File: src/hw/dcc_cfg.svh
// register addresses, field positions and reset values of the comparator bank
`ifndef DCC_CFG_SVH
`define DCC_CFG_SVH
`define DCC_ADDR_CMP_B_CTRL 8'h9A
`define DCC_ADDR_CMP_A_CTRL 8'h9B
`define DCC_ADDR_CMP_A_MODE 8'h9D
`define DCC_CTRL_PAGE 8'h00
`define DCC_BIT_ENABLE 7
`define DCC_BIT_OUT 6
`define DCC_BIT_RISE 5
`define DCC_BIT_FALL 4
`define DCC_BIT_HYP_HI 3
`define DCC_BIT_HYP_LO 2
`define DCC_BIT_HYN_HI 1
`define DCC_BIT_HYN_LO 0
`define DCC_BIT_MODE_RSVD 7
`define DCC_BIT_RISE_IE 5
`define DCC_BIT_FALL_IE 4
`define DCC_BIT_RESP_HI 1
`define DCC_BIT_RESP_LO 0
`define DCC_RST_HYST 2'h0
`define DCC_RST_RESP 2'h2
`define DCC_MODE_RSVD_READ 1'h1
`endif

File: src/hw/dcc_pkg.sv
// types shared by the comparator register bank
package dcc_pkg;
   typedef enum logic [1:0] {
      dcc_resp_fastest = 2'b00,
      dcc_resp_mid_fast = 2'b01,
      dcc_resp_mid_slow = 2'b10,
      dcc_resp_slowest = 2'b11
   } dcc_resp_type;
   typedef enum logic [1:0] {
      dcc_hyst_none = 2'b00,
      dcc_hyst_5mv = 2'b01,
      dcc_hyst_10mv = 2'b10,
      dcc_hyst_20mv = 2'b11
   } dcc_hyst_type;
endpackage

File: src/hw/dcc_channel.sv
// one comparator channel: gating, synchroniser, edge flags, control fields
`timescale 1ns/1ps
`include "dcc_cfg.svh"
module dcc_channel
   import dcc_pkg::*;
(
   // clock and reset
   input wire logic sys_clk,
   input wire logic rst,
   // register write path
   input wire logic wr_ctrl,
   input wire logic [7:0] wr_data,
   // analog side
   input wire logic raw_out,
   // state
   output logic enable,
   output logic out_state,
   output logic rise_flag,
   output logic fall_flag,
   output dcc_hyst_type pos_hyst,
   output dcc_hyst_type neg_hyst
);
   logic sync_a;
   logic prev_out;
   logic rise_hit;
   logic fall_hit;
   logic gated_raw;

   // a disabled comparator reads as logic 0
   assign gated_raw = raw_out & enable;

   // enable bit, cleared at reset; 0 drops the channel to shutdown
   always_ff @(posedge sys_clk or posedge rst) begin
      if (rst) begin
         enable <= 1'b0;
      end else if (wr_ctrl) begin
         enable <= wr_data[`DCC_BIT_ENABLE];
      end
   end

   // two-stage synchroniser; first stage feeds only the second
   always_ff @(posedge sys_clk or posedge rst) begin
      if (rst) begin
         sync_a <= 1'b0;
         out_state <= 1'b0;
         prev_out <= 1'b0;
      end else begin
         sync_a <= gated_raw;
         out_state <= sync_a & enable;
         prev_out <= out_state;
      end
   end

   // edge detection on the synchronised level, one cycle apart;
   // gated by enable so a shutdown with the output high leaves no flag
   assign rise_hit = out_state & ~prev_out & enable;
   assign fall_hit = ~out_state & prev_out & enable;

   // sticky flags: a detected edge wins over a software clear
   // spurious edges after power-up or mode change are not filtered
   always_ff @(posedge sys_clk or posedge rst) begin
      if (rst) begin
         rise_flag <= 1'b0;
         fall_flag <= 1'b0;
      end else begin
         if (rise_hit) begin
            rise_flag <= 1'b1;
         end else if (wr_ctrl) begin
            rise_flag <= wr_data[`DCC_BIT_RISE];
         end
         if (fall_hit) begin
            fall_flag <= 1'b1;
         end else if (wr_ctrl) begin
            fall_flag <= wr_data[`DCC_BIT_FALL];
         end
      end
   end

   // hysteresis selections
   always_ff @(posedge sys_clk or posedge rst) begin
      if (rst) begin
         pos_hyst <= dcc_hyst_type'(`DCC_RST_HYST);
         neg_hyst <= dcc_hyst_type'(`DCC_RST_HYST);
      end else if (wr_ctrl) begin
         pos_hyst <= dcc_hyst_type'(
            wr_data[`DCC_BIT_HYP_HI:`DCC_BIT_HYP_LO]);
         neg_hyst <= dcc_hyst_type'(
            wr_data[`DCC_BIT_HYN_HI:`DCC_BIT_HYN_LO]);
      end
   end
endmodule // dcc_channel

File: src/hw/dcc_top.sv
// dual comparator control and mode registers on the special-function bus
//
// Summary of operation
// - A comparator does nothing until its enable bit is written to 1.
// - Writing enable 0 turns the comparator off into low power state.
// - Edge flags may set spuriously at power-up or after mode changes.
// - Control bit 7 is read/write enable, reset value 0.
// - Control bit 6 reads synchronised comparator output state.
// - Control bit 5 sets on rising edge, stays until software writes 0.
// - Control bit 4 sets on falling edge, stays until software writes 0.
// - Control bits 3:2 select positive hysteresis: none, 5, 10, 20 mV.
// - Control bits 1:0 select negative hysteresis, same four codes.
// - Mode bits 1:0 select response time, 00 fastest, 11 slowest.
// - Mode bit 5 enables rising-edge interrupt, resets to 0.
// - Mode bit 4 enables falling-edge interrupt, resets to 0.
// - Mode bit 7 reads 1; software always writes 1.
// - Mode bits 6 and 3:2 read 0 and ignore writes.
// - Mode at 0x9D on all pages; controls at 0x9B/0x9A on page 0.
// - Second comparator has an identical control register.
// - Disabled comparator output is forced 0, then synchronised.
// - Edge flags set regardless of interrupt enables.
// - Interrupt only when flag, edge enable, source and global enables.
`timescale 1ns/1ps
`include "dcc_cfg.svh"
module dcc_top
   import dcc_pkg::*;
(
   // clock and reset
   input wire logic sys_clk,
   input wire logic rst,
   // special-function register bus
   input wire logic [7:0] sfr_addr,
   input wire logic [7:0] sfr_page,
   input wire logic sfr_wr,
   input wire logic sfr_rd,
   input wire logic [7:0] sfr_wdata,
   output logic [7:0] sfr_rdata,
   output logic sfr_hit,
   // interrupt controller
   input wire logic cmp_irq_source_enable,
   input wire logic global_irq_enable,
   output logic cmp_irq_request,
   // analog comparator a
   input wire logic cmp_a_raw,
   output logic cmp_a_power_on,
   output dcc_hyst_type cmp_a_pos_hysteresis,
   output dcc_hyst_type cmp_a_neg_hysteresis,
   output dcc_resp_type cmp_a_response_mode,
   // analog comparator b
   input wire logic cmp_b_raw,
   output logic cmp_b_power_on,
   output dcc_hyst_type cmp_b_pos_hysteresis,
   output dcc_hyst_type cmp_b_neg_hysteresis
);
   // address decode shared by read and write paths
   function automatic logic [2:0] decode(input logic [7:0] addr,
                                         input logic [7:0] page);
      logic [2:0] sel;
      sel = 3'h0;
      if (addr == `DCC_ADDR_CMP_A_MODE) begin
         sel[2] = 1'b1;
      end
      if (page == `DCC_CTRL_PAGE) begin
         sel[0] = (addr == `DCC_ADDR_CMP_A_CTRL);
         sel[1] = (addr == `DCC_ADDR_CMP_B_CTRL);
      end
      return sel;
   endfunction

   logic [2:0] sel;
   logic [1:0] ch_enable;
   logic [1:0] ch_out;
   logic [1:0] ch_rise;
   logic [1:0] ch_fall;
   logic [1:0] ch_raw;
   logic [1:0] ch_wr;
   dcc_hyst_type ch_pos [2];
   dcc_hyst_type ch_neg [2];
   logic rise_irq_enable;
   logic fall_irq_enable;
   dcc_resp_type resp_mode;
   logic [7:0] next_rdata;
   logic [7:0] mode_word;
   logic next_irq;

   assign sel = decode(sfr_addr, sfr_page);
   assign ch_raw = {cmp_b_raw, cmp_a_raw};
   assign ch_wr = {sfr_wr & sel[1], sfr_wr & sel[0]};

   // both channels built from one module so their layouts cannot drift
   for (genvar i = 0; i < 2; i++) begin : g_ch
      dcc_channel u_ch (
         .sys_clk(sys_clk),
         .rst(rst),
         .wr_ctrl(ch_wr[i]),
         .wr_data(sfr_wdata),
         .raw_out(ch_raw[i]),
         .enable(ch_enable[i]),
         .out_state(ch_out[i]),
         .rise_flag(ch_rise[i]),
         .fall_flag(ch_fall[i]),
         .pos_hyst(ch_pos[i]),
         .neg_hyst(ch_neg[i])
      );
   end

   // mode register fields; reserved and unused bits have no storage
   always_ff @(posedge sys_clk or posedge rst) begin
      if (rst) begin
         rise_irq_enable <= 1'b0;
         fall_irq_enable <= 1'b0;
         resp_mode <= dcc_resp_type'(`DCC_RST_RESP);
      end else if (sfr_wr && sel[2]) begin
         rise_irq_enable <= sfr_wdata[`DCC_BIT_RISE_IE];
         fall_irq_enable <= sfr_wdata[`DCC_BIT_FALL_IE];
         resp_mode <= dcc_resp_type'(
            sfr_wdata[`DCC_BIT_RESP_HI:`DCC_BIT_RESP_LO]);
      end
   end

   // mode readback: bit 7 fixed high, bits 6 and 3:2 fixed low
   always_comb begin
      mode_word = 8'h00;
      mode_word[`DCC_BIT_MODE_RSVD] = `DCC_MODE_RSVD_READ;
      mode_word[`DCC_BIT_RISE_IE] = rise_irq_enable;
      mode_word[`DCC_BIT_FALL_IE] = fall_irq_enable;
      mode_word[`DCC_BIT_RESP_HI:`DCC_BIT_RESP_LO] = resp_mode;
   end

   // read mux; unmapped addresses read zero
   always_comb begin
      next_rdata = 8'h00;
      if (sel[2]) begin
         next_rdata = mode_word;
      end else begin
         for (int i = 0; i < 2; i++) begin
            if (sel[i]) begin
               // output bit masked so a read right after shutdown shows 0
               next_rdata = {ch_enable[i], ch_out[i] & ch_enable[i],
                             ch_rise[i], ch_fall[i], ch_pos[i],
                             ch_neg[i]};
            end
         end
      end
   end

   // registered read data, valid the cycle after sfr_rd
   always_ff @(posedge sys_clk or posedge rst) begin
      if (rst) begin
         sfr_rdata <= 8'h00;
         sfr_hit <= 1'b0;
      end else begin
         sfr_rdata <= sfr_rd ? next_rdata : 8'h00;
         sfr_hit <= (sfr_rd | sfr_wr) & (|sel);
      end
   end

   // only comparator a has edge enables in this bank
   assign next_irq = ((ch_rise[0] & rise_irq_enable) |
                      (ch_fall[0] & fall_irq_enable)) &
                     cmp_irq_source_enable & global_irq_enable;

   // interrupt request registered so it comes from a flop
   always_ff @(posedge sys_clk or posedge rst) begin
      if (rst) begin
         cmp_irq_request <= 1'b0;
      end else begin
         cmp_irq_request <= next_irq;
      end
   end

   // analog controls, registered copies of the fields
   always_ff @(posedge sys_clk or posedge rst) begin
      if (rst) begin
         cmp_a_power_on <= 1'b0;
         cmp_b_power_on <= 1'b0;
         cmp_a_pos_hysteresis <= dcc_hyst_none;
         cmp_a_neg_hysteresis <= dcc_hyst_none;
         cmp_b_pos_hysteresis <= dcc_hyst_none;
         cmp_b_neg_hysteresis <= dcc_hyst_none;
         cmp_a_response_mode <= dcc_resp_type'(`DCC_RST_RESP);
      end else begin
         cmp_a_power_on <= ch_enable[0];
         cmp_b_power_on <= ch_enable[1];
         cmp_a_pos_hysteresis <= ch_pos[0];
         cmp_a_neg_hysteresis <= ch_neg[0];
         cmp_b_pos_hysteresis <= ch_pos[1];
         cmp_b_neg_hysteresis <= ch_neg[1];
         cmp_a_response_mode <= resp_mode;
      end
   end
endmodule // dcc_top

File: config.mk
export PLATFORM = sky130hd
export DESIGN_NAME = dcc_top
export DESIGN_NICKNAME = d
export VERILOG_FILES = /design/src/hw/dcc_pkg.sv /design/src/hw/dcc_channel.sv /design/src/hw/dcc_top.sv
export VERILOG_INCLUDE_DIRS = /design/src /design/src/hw
export SDC_FILE = /design/constraint.sdc
export NUM_CORES = 1
export LEC_CHECK = 0
export BUFFER_PORTS_ARGS = -buffer_cell sky130_fd_sc_hd__buf_2
export CAP_MARGIN = 10
export CORE_MARGIN = 5
export CORE_UTILIZATION = 53
export DETAILED_ROUTE_END_ITERATION = 8
export PLACE_DENSITY = 0.85
export RECOVER_POWER = 100
export REMOVE_ABC_BUFFERS = 1
export SKIP_LAST_GASP = 1
export SLEW_MARGIN = 40
export SYNTH_ARGS = -nofsm -noshare
export SYNTH_HDL_FRONTEND = slang
export SYNTH_SLANG_ARGS = --single-unit
File: constraint.sdc
create_clock -name sys_clk -period 2 [get_ports sys_clk]
set_input_delay 0 -clock sys_clk [delete_from_list [all_inputs] [get_ports sys_clk]]
set_output_delay 0 -clock sys_clk [all_outputs]
set_load 0.03 [all_outputs]
# Word-level counts from Yosys, hierarchy flattened
# Cells that the tools add are included.
# word_totals
mem_bits_rw	0
reg_bits	46
latchBits	0
output_inout_bits	22
word_cells	80
in_bits	32
rom_bits	0
n_memories	0
# classes
muxes	14
n_shift	0
magnitude_cmp	0
div_mod_pow	0
bitwise	27
reduce_logical	7
n_eq_ne	3
addsub	0
multipliers	0
# op_table
cell	n
8-bit 2-to-1 mux	4
8-bit == test (second input constant)	3
1-bit AND	21
1-bit 2-to-1 mux	9
8-bit logical NOT	1
2-bit nonzero test	4
1-bit inverter	4
3-bit OR reduction	1
2-bit 2-to-1 mux	1
1-bit OR	2
1-bit logical AND	1

# Depth between registers and ports, before layout
# Gate-level depths: netlist of run 1.
# depth
ltp_word	6
mapped_depth	5
depth_no_buf	4

# By module
# Synthesis of run 1 repeated with hierarchy kept, for this count alone.
# unflattened
hier_cells	119
area_unflattened_um2	1819.2
# modules_own_cells
module	cells_per_inst	n_inst	area_each_um2	seq_area_each_um2
dcc_top	69	1	1033.5	653.1
dcc_channel	25	2	392.9	250.2

# Worst setup path before layout of run 1
# OpenSTA, ideal clock, no wires.
# synth_timing
kind	input to register
from	input port sfr_page[0]
to	register g_ch[1].u_ch.enable
t_required_ns	1.875
arrival_ns	1.223
setup_ns	0.125
n_path_buf	0
path_stages	4
path_slack_ns	0.652
cell_sequence	nor4_4 > nand4_4 > nor3b_4 > mux2_4
# synth_via
elab_chain_cells	3
# synth_rtl
element	line_no	rtl
from (decl)	dcc_top.sv:33	input wire logic [7:0] sfr_page,
8-bit logical NOT (no line)	--	
2-bit 2-to-1 mux	dcc_top.sv:63	if (page == `DCC_CTRL_PAGE) begin
1-bit AND	dcc_top.sv:88	assign ch_wr = {sfr_wr & sel[1], sfr_wr & sel[0]};
to (signal assigned)	dcc_channel.sv:37	enable <= wr_data[`DCC_BIT_ENABLE];
to (decl)	dcc_channel.sv:16	output logic enable,
# No other way between the ends.
# A chain may end at the register's enable or synchronous reset.

# Worst setup path in the final report of run 1
# layout_timing
from	input port sfr_addr[5]
to	register g_ch[0].u_ch.neg_hyst[0]
# layout_via
elab_chain_cells	3
# layout_rtl
element	line_no	rtl
from (decl)	dcc_top.sv:32	input wire logic [7:0] sfr_addr,
8-bit == test (no line)	--	
2-bit 2-to-1 mux	dcc_top.sv:63	
1-bit AND	dcc_top.sv:88	
to (signal assigned)	dcc_channel.sv:83	neg_hyst <= dcc_hyst_type'(`DCC_RST_HYST);
to (signal assigned)	dcc_channel.sv:87	neg_hyst <= dcc_hyst_type'(
to (decl)	dcc_channel.sv:21	output dcc_hyst_type neg_hyst
# No other way between the ends.

==> results of run 1 <==
==> state kept, by name, summed over array words and instances (netlist names) <==
register / count
g_ch.u_ch.enable: 2
cmp_a_power_on: 1
fall_irq_enable: 1
g_ch.u_ch.prev_out: 2
cmp_irq_request: 1
cmp_a_response_mode: 2
g_ch.u_ch.neg_hyst: 4
sfr_hit: 1
g_ch.u_ch.sync_a: 2
sfr_rdata: 8
g_ch.u_ch.rise_flag: 2
resp_mode: 2
cmp_b_pos_hysteresis: 2
cmp_a_neg_hysteresis: 2
cmp_b_power_on: 1
cmp_a_pos_hysteresis: 2
g_ch.u_ch.fall_flag: 2
g_ch.u_ch.out_state: 2
cmp_b_neg_hysteresis: 2
rise_irq_enable: 1
g_ch.u_ch.pos_hyst: 4
==> timing repair <==
action                     CTS  global route
hold buffers                16             0
setup endpoints to repair    0             0
hold endpoints to repair    71             0
==> final timing paths <==
check                      slack (ns)  cells past startpoint                  endpoint
max reg2reg                      0.86                      3              sfr_rdata[7]
min in group asynchronous        0.39                      3   cmp_b_pos_hysteresis[1]
min reg2reg                      0.41                      0   cmp_a_neg_hysteresis[1]
max                              0.21                      6  g_ch[0].u_ch.neg_hyst[0]
min                              0.14                      3              sfr_rdata[6]
max in group asynchronous        1.06                      3   cmp_a_neg_hysteresis[0]
==> final cells by class <==
| cell class | instances | share of cell area |
|---|---|---|
| Clock buffer | 7 | 0.0201 |
| Inverter | 4 | 0.00669 |
| Multi-Input combinational cell | 75 | 0.255 |
| Sequential cell | 46 | 0.514 |
| Tap cell | 46 | 0.0256 |
| Timing Repair Buffer | 69 | 0.178 |
==> power breakdown <==
| part | leakage (uW) | switching, uW | internal (uW) |
|---|---|---|---|
| Clock | 0.0000254 | 258 | 133 |
| Combinational | 0.000445 | 57.2 | 54.6 |
| Sequential | 0.000614 | 3.88 | 937 |
==> through the flow <==
step,power [uW],utilization,hold WS [ns]
3_3_place_gp,1050,0.635,0.212
5_1_grt,1490,0.678,0.161
2_1_floorplan,997,-,0.113
4_1_cts,1450,0.697,0.0917
3_5_place_dp,1050,0.635,0.0904
6_report,1440,0.678,0.142
==> cells by family after synthesis <==
| logic type | count (synthesis) |
|---|---|
| DFF | 46 |
| and+or+nand+nor | 40 |
| muxes | 25 |
| AOI/OAI and AO/OA | 10 |
| buffers and inverters | 7 |
==> layout by cell type, fill, tap and decap left out <==
cell type / count
dfrtp_1: 44
buf_2: 30
clkbuf_1: 24
dlygate4sd3_1: 16
nor2_1: 15
mux2i_1: 11
mux2_2: 9
nand2_1: 6
mux2_1: 5
clkbuf_4: 5
nand3_1: 4
o21ai_0: 4
inv_1: 3
a31oi_1: 3
and2_0: 3
nor4_4: 2
and4b_1: 2
a21oi_1: 2
nor3b_2: 1
nand4_1: 1
or2_0: 1
and3_1: 1
or2_2: 1
a22oi_1: 1
and2_1: 1
inv_2: 1
nor3b_4: 1
nor2_2: 1
dfstp_2: 1
buf_4: 1
dfstp_1: 1
==> metal layers <==
| layer | vias up | wire length, um | track usage |
|---|---|---|---|
| li1 | 585 | - | - |
| met5 | - | 0 | 0 |
| met2 | 52 | 1780 | 0.292 |
| met3 | 5 | 298 | 0.0394 |
| met1 | 600 | 1500 | 0.192 |
| met4 | 0 | 52 | 0.0744 |
==> cell usage after synthesis <==
| master | number | area share |
|---|---|---|
| a22oi_1 | 1 | 0.0042 |
| and4b_1 | 2 | 0.011 |
| nor3b_2 | 1 | 0.0070 |
| buf_2 | 1 | 0.0028 |
| inv_1 | 4 | 0.0084 |
| o21ai_0 | 4 | 0.011 |
| and3_1 | 1 | 0.0035 |
| dfrtp_1 | 44 | 0.62 |
| mux2_2 | 9 | 0.057 |
| nor3b_4 | 1 | 0.010 |
| and2_1 | 4 | 0.014 |
| nand4_4 | 1 | 0.012 |
| nor2_2 | 1 | 0.0035 |
| nor2_1 | 15 | 0.031 |
| or2_2 | 2 | 0.0070 |
| a31oi_1 | 3 | 0.010 |
| dfstp_2 | 2 | 0.029 |
| nand2_1 | 6 | 0.013 |
| nor4_4 | 2 | 0.024 |
| mux2i_1 | 11 | 0.062 |
| clkbuf_1 | 2 | 0.0042 |
| a21oi_1 | 2 | 0.0056 |
| nand3_1 | 4 | 0.011 |
| mux2_4 | 5 | 0.042 |
==> worst max-delay path, delay by kind of cell <==
| kind | cells | cell delay, ns |
|---|---|---|
| and+or+nand+nor | 3 | 0.96 |
| muxes | 1 | 0.39 |
| buffers and inverters | 2 | 0.67 |
==> metrics.csv, run 1 <==
metric,value,unit
"Seq/Total Area, Yosys",0.645,
n_diodes,0,
total grt overflow,0,
Total GRT Usage,0.166,
unrepaired setup endpoints after global routing,false,
Final Critical Period,1.79,ns
"Cell Area, Placed",0.00210,mm2
simple-gate area share of the yosys netlist,0.148,
Num CTS Buffers,5,
via count,1242,
Peak VDD IR,0.000419,V
number of setup buffers added after CTS,0,
warnings from Yosys,0,
setup ws final,0.208,ns
largest net degree at the start of global routing,47,
"Req. time, crit path",2.23,ns
Buffers on Ports,52,
first-pass iteration count of the detailed router,4,
crit share post-route,0.896,
post-synthesis compound-gate area fraction,0.0315,
Post-Synth XOR/XNOR Area,0,
die area,0.00463,mm2
post_cts resized,0,
H-tree depth,2,
Worst-Skew Late Latency,0.34,ns
crit path cell chain,dlygate4sd3_1 -> buf_2 -> nor3b_2 -> nand4_1 -> nor2_2 -> mux2_2,
GP Congestion,0.756,
Placed Cells incl. Taps,224,
Die Ht,68.1,um
io pins,54,
pre-CTS WS,0.408,ns
Syn Inst Count,128,
static leakage,0.00108,uW
Layout area overhead,25.5,%
vias in the first global route,1287,
Register Area,0.00115,mm2
"antenna viol nets, final",0,
endpoints failing hold,0,
first-pass GRT wire length,5580,um
Post-Route Setup TNS,0,ns
Slew headroom,0.405,
CTS root buf,clkbuf_4,
Worst Hold Class,in2reg,
Critical-path top delay cell,dlygate4sd3_1,
count of different cell masters after synthesis,24,
Power Density,643,mW/mm2
initial drt markers,67,
"Setup violations, final",0,
Longest Clk Path Bufs,2,
Setup CP Type,in2reg,
fin. max-slew vios,0,
Max-Cap Viols,0,
vias per inst,5.03,
initial antenna violation count,0,
CP max FO,7,
min-delay src,sfr_addr[0],
worst-case clock skew,0.00868,ns
crit path from,sfr_addr[5],
measured slew at the worst slew-check pin,0.892,ns
# clock sinks,46,
post-DP HPWL,2520,um
Worst-path clk slew,0.11,ns
Worst EP arrival,2.02,ns
FP Rows,21,
Routed WL per cell,14.7,um
status,"finished, final reports clean",
Layout Nets,233,
floorplan core area,0.00331,mm2
largest family of logic cells by synthesized area,multiplexers,
Adder-Cell Fraction of Synth Area,0,
final cell count without fillers,247,
TritonCTS clock tree,done,
starting density of the core,0.540,
final instance area,0.00224,mm2
Die X,68.1,um
FMAX,558,MHz
area of the mapped netlist,0.00179,mm2
worst stage delay on the critical path,0.54,ns
Critical Path End Type,flop,
multi-input logic area,573,um2
Routed WL,3640,um
reg2reg start,g_ch[0].u_ch.enable,
fraction of layout cells with a size suffix above 1,0.264,
post-synthesis mux area share,0.160,
fill cell count,263,
drt drc,0,
CP Launch Type,input port,
#FFs+latches synth,46,
syn avg cell area,14.0,um2
Note: power is estimated with default switching activity, not from simulation.
==> inputs of run 2 (changes only) <==
Settings changed: CORE_UTILIZATION 53 to 45, PLACE_DENSITY 0.85 to 0.74.
Clock period 2 ns to 1.55 ns, I/O delays scaled along.
==> metrics.csv, run 2 (synthesized netlist as in run 1, its figures left out) <==
metric,value,unit
H-tree depth,2,
met3 usage,0.0496,
largest net degree at the start of global routing,27,
drt drc,0,
n_diodes,0,
layer with the highest usage,met2,
"Setup violations, final",0,
Total GRT Usage,0.164,
Critical Path End Type,flop,
CP Buf/Inv Count,2,
overall power,2080,uW
Buffers on Ports,52,
CTS root buf,clkbuf_8,
die area,0.00533,mm2
post-DP HPWL,2910,um
worst-case clock skew,0.00769,ns
endpoints failing hold,0,
CP Launch Type,input port,
status,"finished, final reports clean",
# clock sinks,46,
met1 Use GR,0.201,
Max-Cap Viols,0,
io pins,54,
top flop regs,"sfr_rdata (8), g_ch.u_ch.neg_hyst (4), g_ch.u_ch.pos_hyst (4)",
"Cell Area, Placed",0.00216,mm2
met2 Usage GRT,0.274,
Die Ht,73.0,um
crit path cell chain,buf_2 -> nor3b_1 -> nand4_4 -> nor3b_4 -> buf_4 -> mux2_1,
"Req. time, crit path",1.73,ns
Peak VDD IR,0.000571,V
most frequent cells in the layout,"dfrtp_1 (44), buf_2 (30), clkbuf_1 (22), nor2_1 (16), dlygate4sd3_1 (14)",
Critical-path top delay cell,nor3b_1,
"Core Util, Final",0.600,
Routed WL per cell,15.3,um
number of setup buffers added after CTS,0,
Worst Hold Class,in2reg,
floorplan core area,0.00391,mm2
first-pass GRT wire length,6520,um
multi-input logic area,588,um2
Setup CP Type,in2reg,
Post-Route Setup TNS,0,ns
Final Critical Period,1.25,ns
fin. max-slew vios,0,
initial antenna violation count,0,
"commonest non-fill, non-tap cell in the layout",dfrtp_1,
via count,1268,
final instance area,0.00235,mm2
CP max FO,5,
Layout Nets,237,
Routed WL,3920,um
"antenna viol nets, final",0,
Crit path max-delay family,simple AND/OR/NAND/NOR gates,
static leakage,0.00115,uW
vias per inst,4.95,
fill cell count,347,
Longest Clk Path Bufs,2,
Num CTS Buffers,5,
worst stage delay on the critical path,0.40,ns
crit share post-route,0.805,
fraction of layout cells with a size suffix above 1,0.301,
Worst-path clk slew,0.08,ns
Slew headroom,0.463,
Die X,73.0,um
Power Density,888,mW/mm2
GP Congestion,0.762,
FMAX,802,MHz
first-pass iteration count of the detailed router,4,
unrepaired setup endpoints after global routing,false,
vias in the first global route,1353,
Register Area,0.00115,mm2
hold slack,0.0480,ns
total grt overflow,0,
measured slew at the worst slew-check pin,0.805,ns
max reg flops,8,
Layout area overhead,31.3,%
largest reg by FF count,sfr_rdata,
Worst EP arrival,1.43,ns
starting density of the core,0.457,
Worst-Skew Late Latency,0.30,ns
FP Rows,23,
TritonCTS clock tree,done,
initial drt markers,72,
==> run 2: worst paths after layout <==
| path | cells past startpoint | slack [ns] | to | from |
|---|---|---|---|---|
| setup reg to reg | 3 | 0.42 | sfr_rdata[7] | g_ch[0].u_ch.enable |
| max in group asynchronous | 4 | 0.47 | cmp_a_response_mode[1] | rst |
| hold reg to reg | 0 | 0.40 | cmp_a_response_mode[1] | resp_mode[1] |
| setup / recovery | 6 | 0.30 | g_ch[1].u_ch.pos_hyst[1] | sfr_addr[5] |
| hold / removal | 4 | 0.05 | sfr_hit | sfr_page[5] |
| min in group asynchronous | 3 | 0.40 | sfr_rdata[0] | rst |
==> run 2: power by group <==
group          internal, uW  switching, uW  leakage [uW]
sequential             1210           4.92      0.000614
combinational          75.2           76.2      0.000487
clock                   317            402     0.0000441
total                  1600            483       0.00115
==> run 2: area by class of cell <==
cell class,instances,area share
clock buffers,5,0.0293
clock inverters,3,0.00906
inverters,4,0.00640
multi-input cells,75,0.251
flip-flops and latches,46,0.491
well taps,50,0.0267
repair buffers,73,0.187
==> run 2: worst register-to-register path, stage by stage (launching register included) <==
cell,delay [ns]
dfrtp_1,0.49
mux2i_1,0.11
or2_2,0.28
a21oi_1,0.17
==> run 2: timing repair <==
action,CTS,global route
hold endpoints to repair,39,0
gates resized for setup,0,0
hold buffers,14,0
==> run 2: metrics by stage <==
step                setup WS (ns)  instances
finish                      0.303        256
global route                0.152        256
CTS                         0.402        256
detailed placement         0.0807        234
global placement            0.133        234
floorplan                   0.202        125
==> run 2: routing by layer <==
layer / routed length, um / share of wire
met3: 332 / 0.085
met1: 1570 / 0.40
met2: 1970 / 0.50
met5: 0 / 0
met4: 47 / 0.012
==> inputs of run 3 (changes only) <==
Clock period 1.55 ns to 1.1 ns, I/O delays scaled along.
==> metrics.csv, run 3 (synthesized netlist as in run 1, its figures left out) <==
metric,value,unit
drt drc,0,
total grt overflow,0,
Critical Path End Type,flop,
FMAX,910,MHz
endpoints failing hold,0,
FP Rows,23,
Total GRT Usage,0.167,
TritonCTS clock tree,done,
"Setup violations, final",0,
Num CTS Buffers,5,
Slew headroom,0.615,
Max-Cap Viols,0,
Power Density,1290,mW/mm2
CP Launch Type,input port,
Routed WL,4110,um
fin. max-slew vios,0,
Layout area overhead,36.0,%
crit share post-route,0.999,
worst-case hold path end point,sfr_rdata[5],
Die Ht,73.0,um
met2 Usage GRT,0.310,
min-delay src,sfr_rd,
Longest Clk Path Bufs,2,
die area,0.00533,mm2
initial drt markers,55,
Post-Route Setup TNS,0,ns
measured slew at the worst slew-check pin,0.578,ns
Die X,73.0,um
R2R cell count,3,
largest reg by FF count,sfr_rdata,
largest net degree at the start of global routing,25,
Setup CP Type,in2reg,
pre-CTS WS,-0.323,ns
max reg flops,8,
first-pass GRT wire length,6720,um
io pins,54,
overall power,3140,uW
reg2reg start,g_ch[1].u_ch.enable,
"commonest non-fill, non-tap cell in the layout",dfrtp_1,
# clock sinks,46,
H-tree depth,2,
initial antenna violation count,0,
first-pass iteration count of the detailed router,4,
most frequent cells in the layout,"dfrtp_1 (43), buf_2 (28), clkbuf_1 (21), nor2_1 (15), dlygate4sd3_1 (12)",
"antenna viol nets, final",0,
top flop regs,"sfr_rdata (8), g_ch.u_ch.neg_hyst (4), g_ch.u_ch.pos_hyst (4)",
Worst EP arrival,1.28,ns
Routed WL per cell,15.8,um
"Req. time, crit path",1.28,ns
Worst-path clk slew,0.08,ns
post-DP HPWL,3000,um
static leakage,0.00119,uW
met1 Use GR,0.191,
CP Buf/Inv Count,2,
CP max FO,3,
vias per inst,4.88,
Peak VDD IR,0.00118,V
final instance area,0.00243,mm2
Worst-Skew Late Latency,0.29,ns
Worst Hold Class,in2reg,
most frequent CP cell,buf_6,
floorplan core area,0.00391,mm2
vias in the first global route,1390,
status,"finished, final reports clean",
final cell count without fillers,260,
Buffers on Ports,52,
fraction of layout cells with a size suffix above 1,0.367,
worst reg2reg endpoint,sfr_rdata[7],
n_diodes,0,
Reg2Reg Setup Slack,0.07,ns
setup ws final,0.00144,ns
unrepaired setup endpoints after global routing,true,
Layout Nets,241,
CTS root buf,clkbuf_8,
hold path cells,3,
worst-case clock skew,0.00250,ns
via count,1270,
layer with the highest usage,met2,
"Cell Area, Placed",0.00218,mm2
GP Congestion,0.788,
Critical-path top delay cell,nor4_4,
worst stage delay on the critical path,0.31,ns
met3 usage,0.0386,
Placed Cells incl. Taps,238,
Crit path max-delay family,simple AND/OR/NAND/NOR gates,
crit path cell chain,buf_6 -> nor4_4 -> nand4_4 -> nor3b_4 -> buf_6 -> mux2_4,
starting density of the core,0.457,
Final Critical Period,1.10,ns
run 3: cell types whose count changed in the layout (fill, tap and decap cells not counted), moves of 3 or more:
cell and change:
buf_6 +6, mux2_1 -3, mux2_4 +3, o21ai_0 -3, o21ai_1 +3
run 3: metrics by stage:
step                hold WS, ns   util
floorplan                 0.113      -
global placement         0.0486  0.557
detailed placement       0.0543  0.557
CTS                      0.0112  0.616
global route             0.0157  0.621
finish                   0.0210  0.621
run 3: worst max-delay path by stage:
stage | startpoint | to | slack, ns | cells past startpoint
floorplan | sfr_page[0] | g_ch[1].u_ch.enable | -0.25 | 4
global placement | sfr_page[0] | g_ch[1].u_ch.neg_hyst[1] | -0.28 | 6
CTS | sfr_page[1] | g_ch[1].u_ch.neg_hyst[1] | -0.004 | 6
detailed placement | sfr_page[1] | g_ch[1].u_ch.neg_hyst[1] | -0.32 | 6
finish | sfr_page[6] | g_ch[1].u_ch.neg_hyst[1] | 0.001 | 6
global route | sfr_page[6] | g_ch[1].u_ch.neg_hyst[1] | -0.04 | 6
run 3: worst min-delay path, stage by stage:
cell and delay (ns):
buf_2 0.15, nand3_1 0.07, o21ai_1 0.06
run 3: layout make-up:
cell class,count,area (um2)
clock inverter,3,40.0
inverter,4,15.0
fill,338,1480
clock buffer,5,68.8
timing repair buffer,77,477
tap,50,62.6
sequential,46,1150
multi-input combinational,75,614
run 3: power by group:
group          internal [uW]  switching, uW
Clock                    668            547
Combinational            105            112
Sequential              1700           6.78
Total                   2480            665
run 3: timing repair:
| action | 4_1_cts | 5_1_grt |
|---|---|---|
| hold buffers | 12 | 1 |
| endpoints found under the setup margin | 4 | 16 |
| buffers inserted | 0 | 2 |
| pin swaps | 0 | 4 |
| gates resized for setup | 2 | 10 |
| endpoints found under the hold margin | 63 | 1 |
run 3: per-layer routing:
layer / part of all wire / vias up
li1: - / 600
met1: 0.39 / 624
met2: 0.53 / 42
met3: 0.071 / 4
met4: 0.0068 / 0
met5: 0 / -
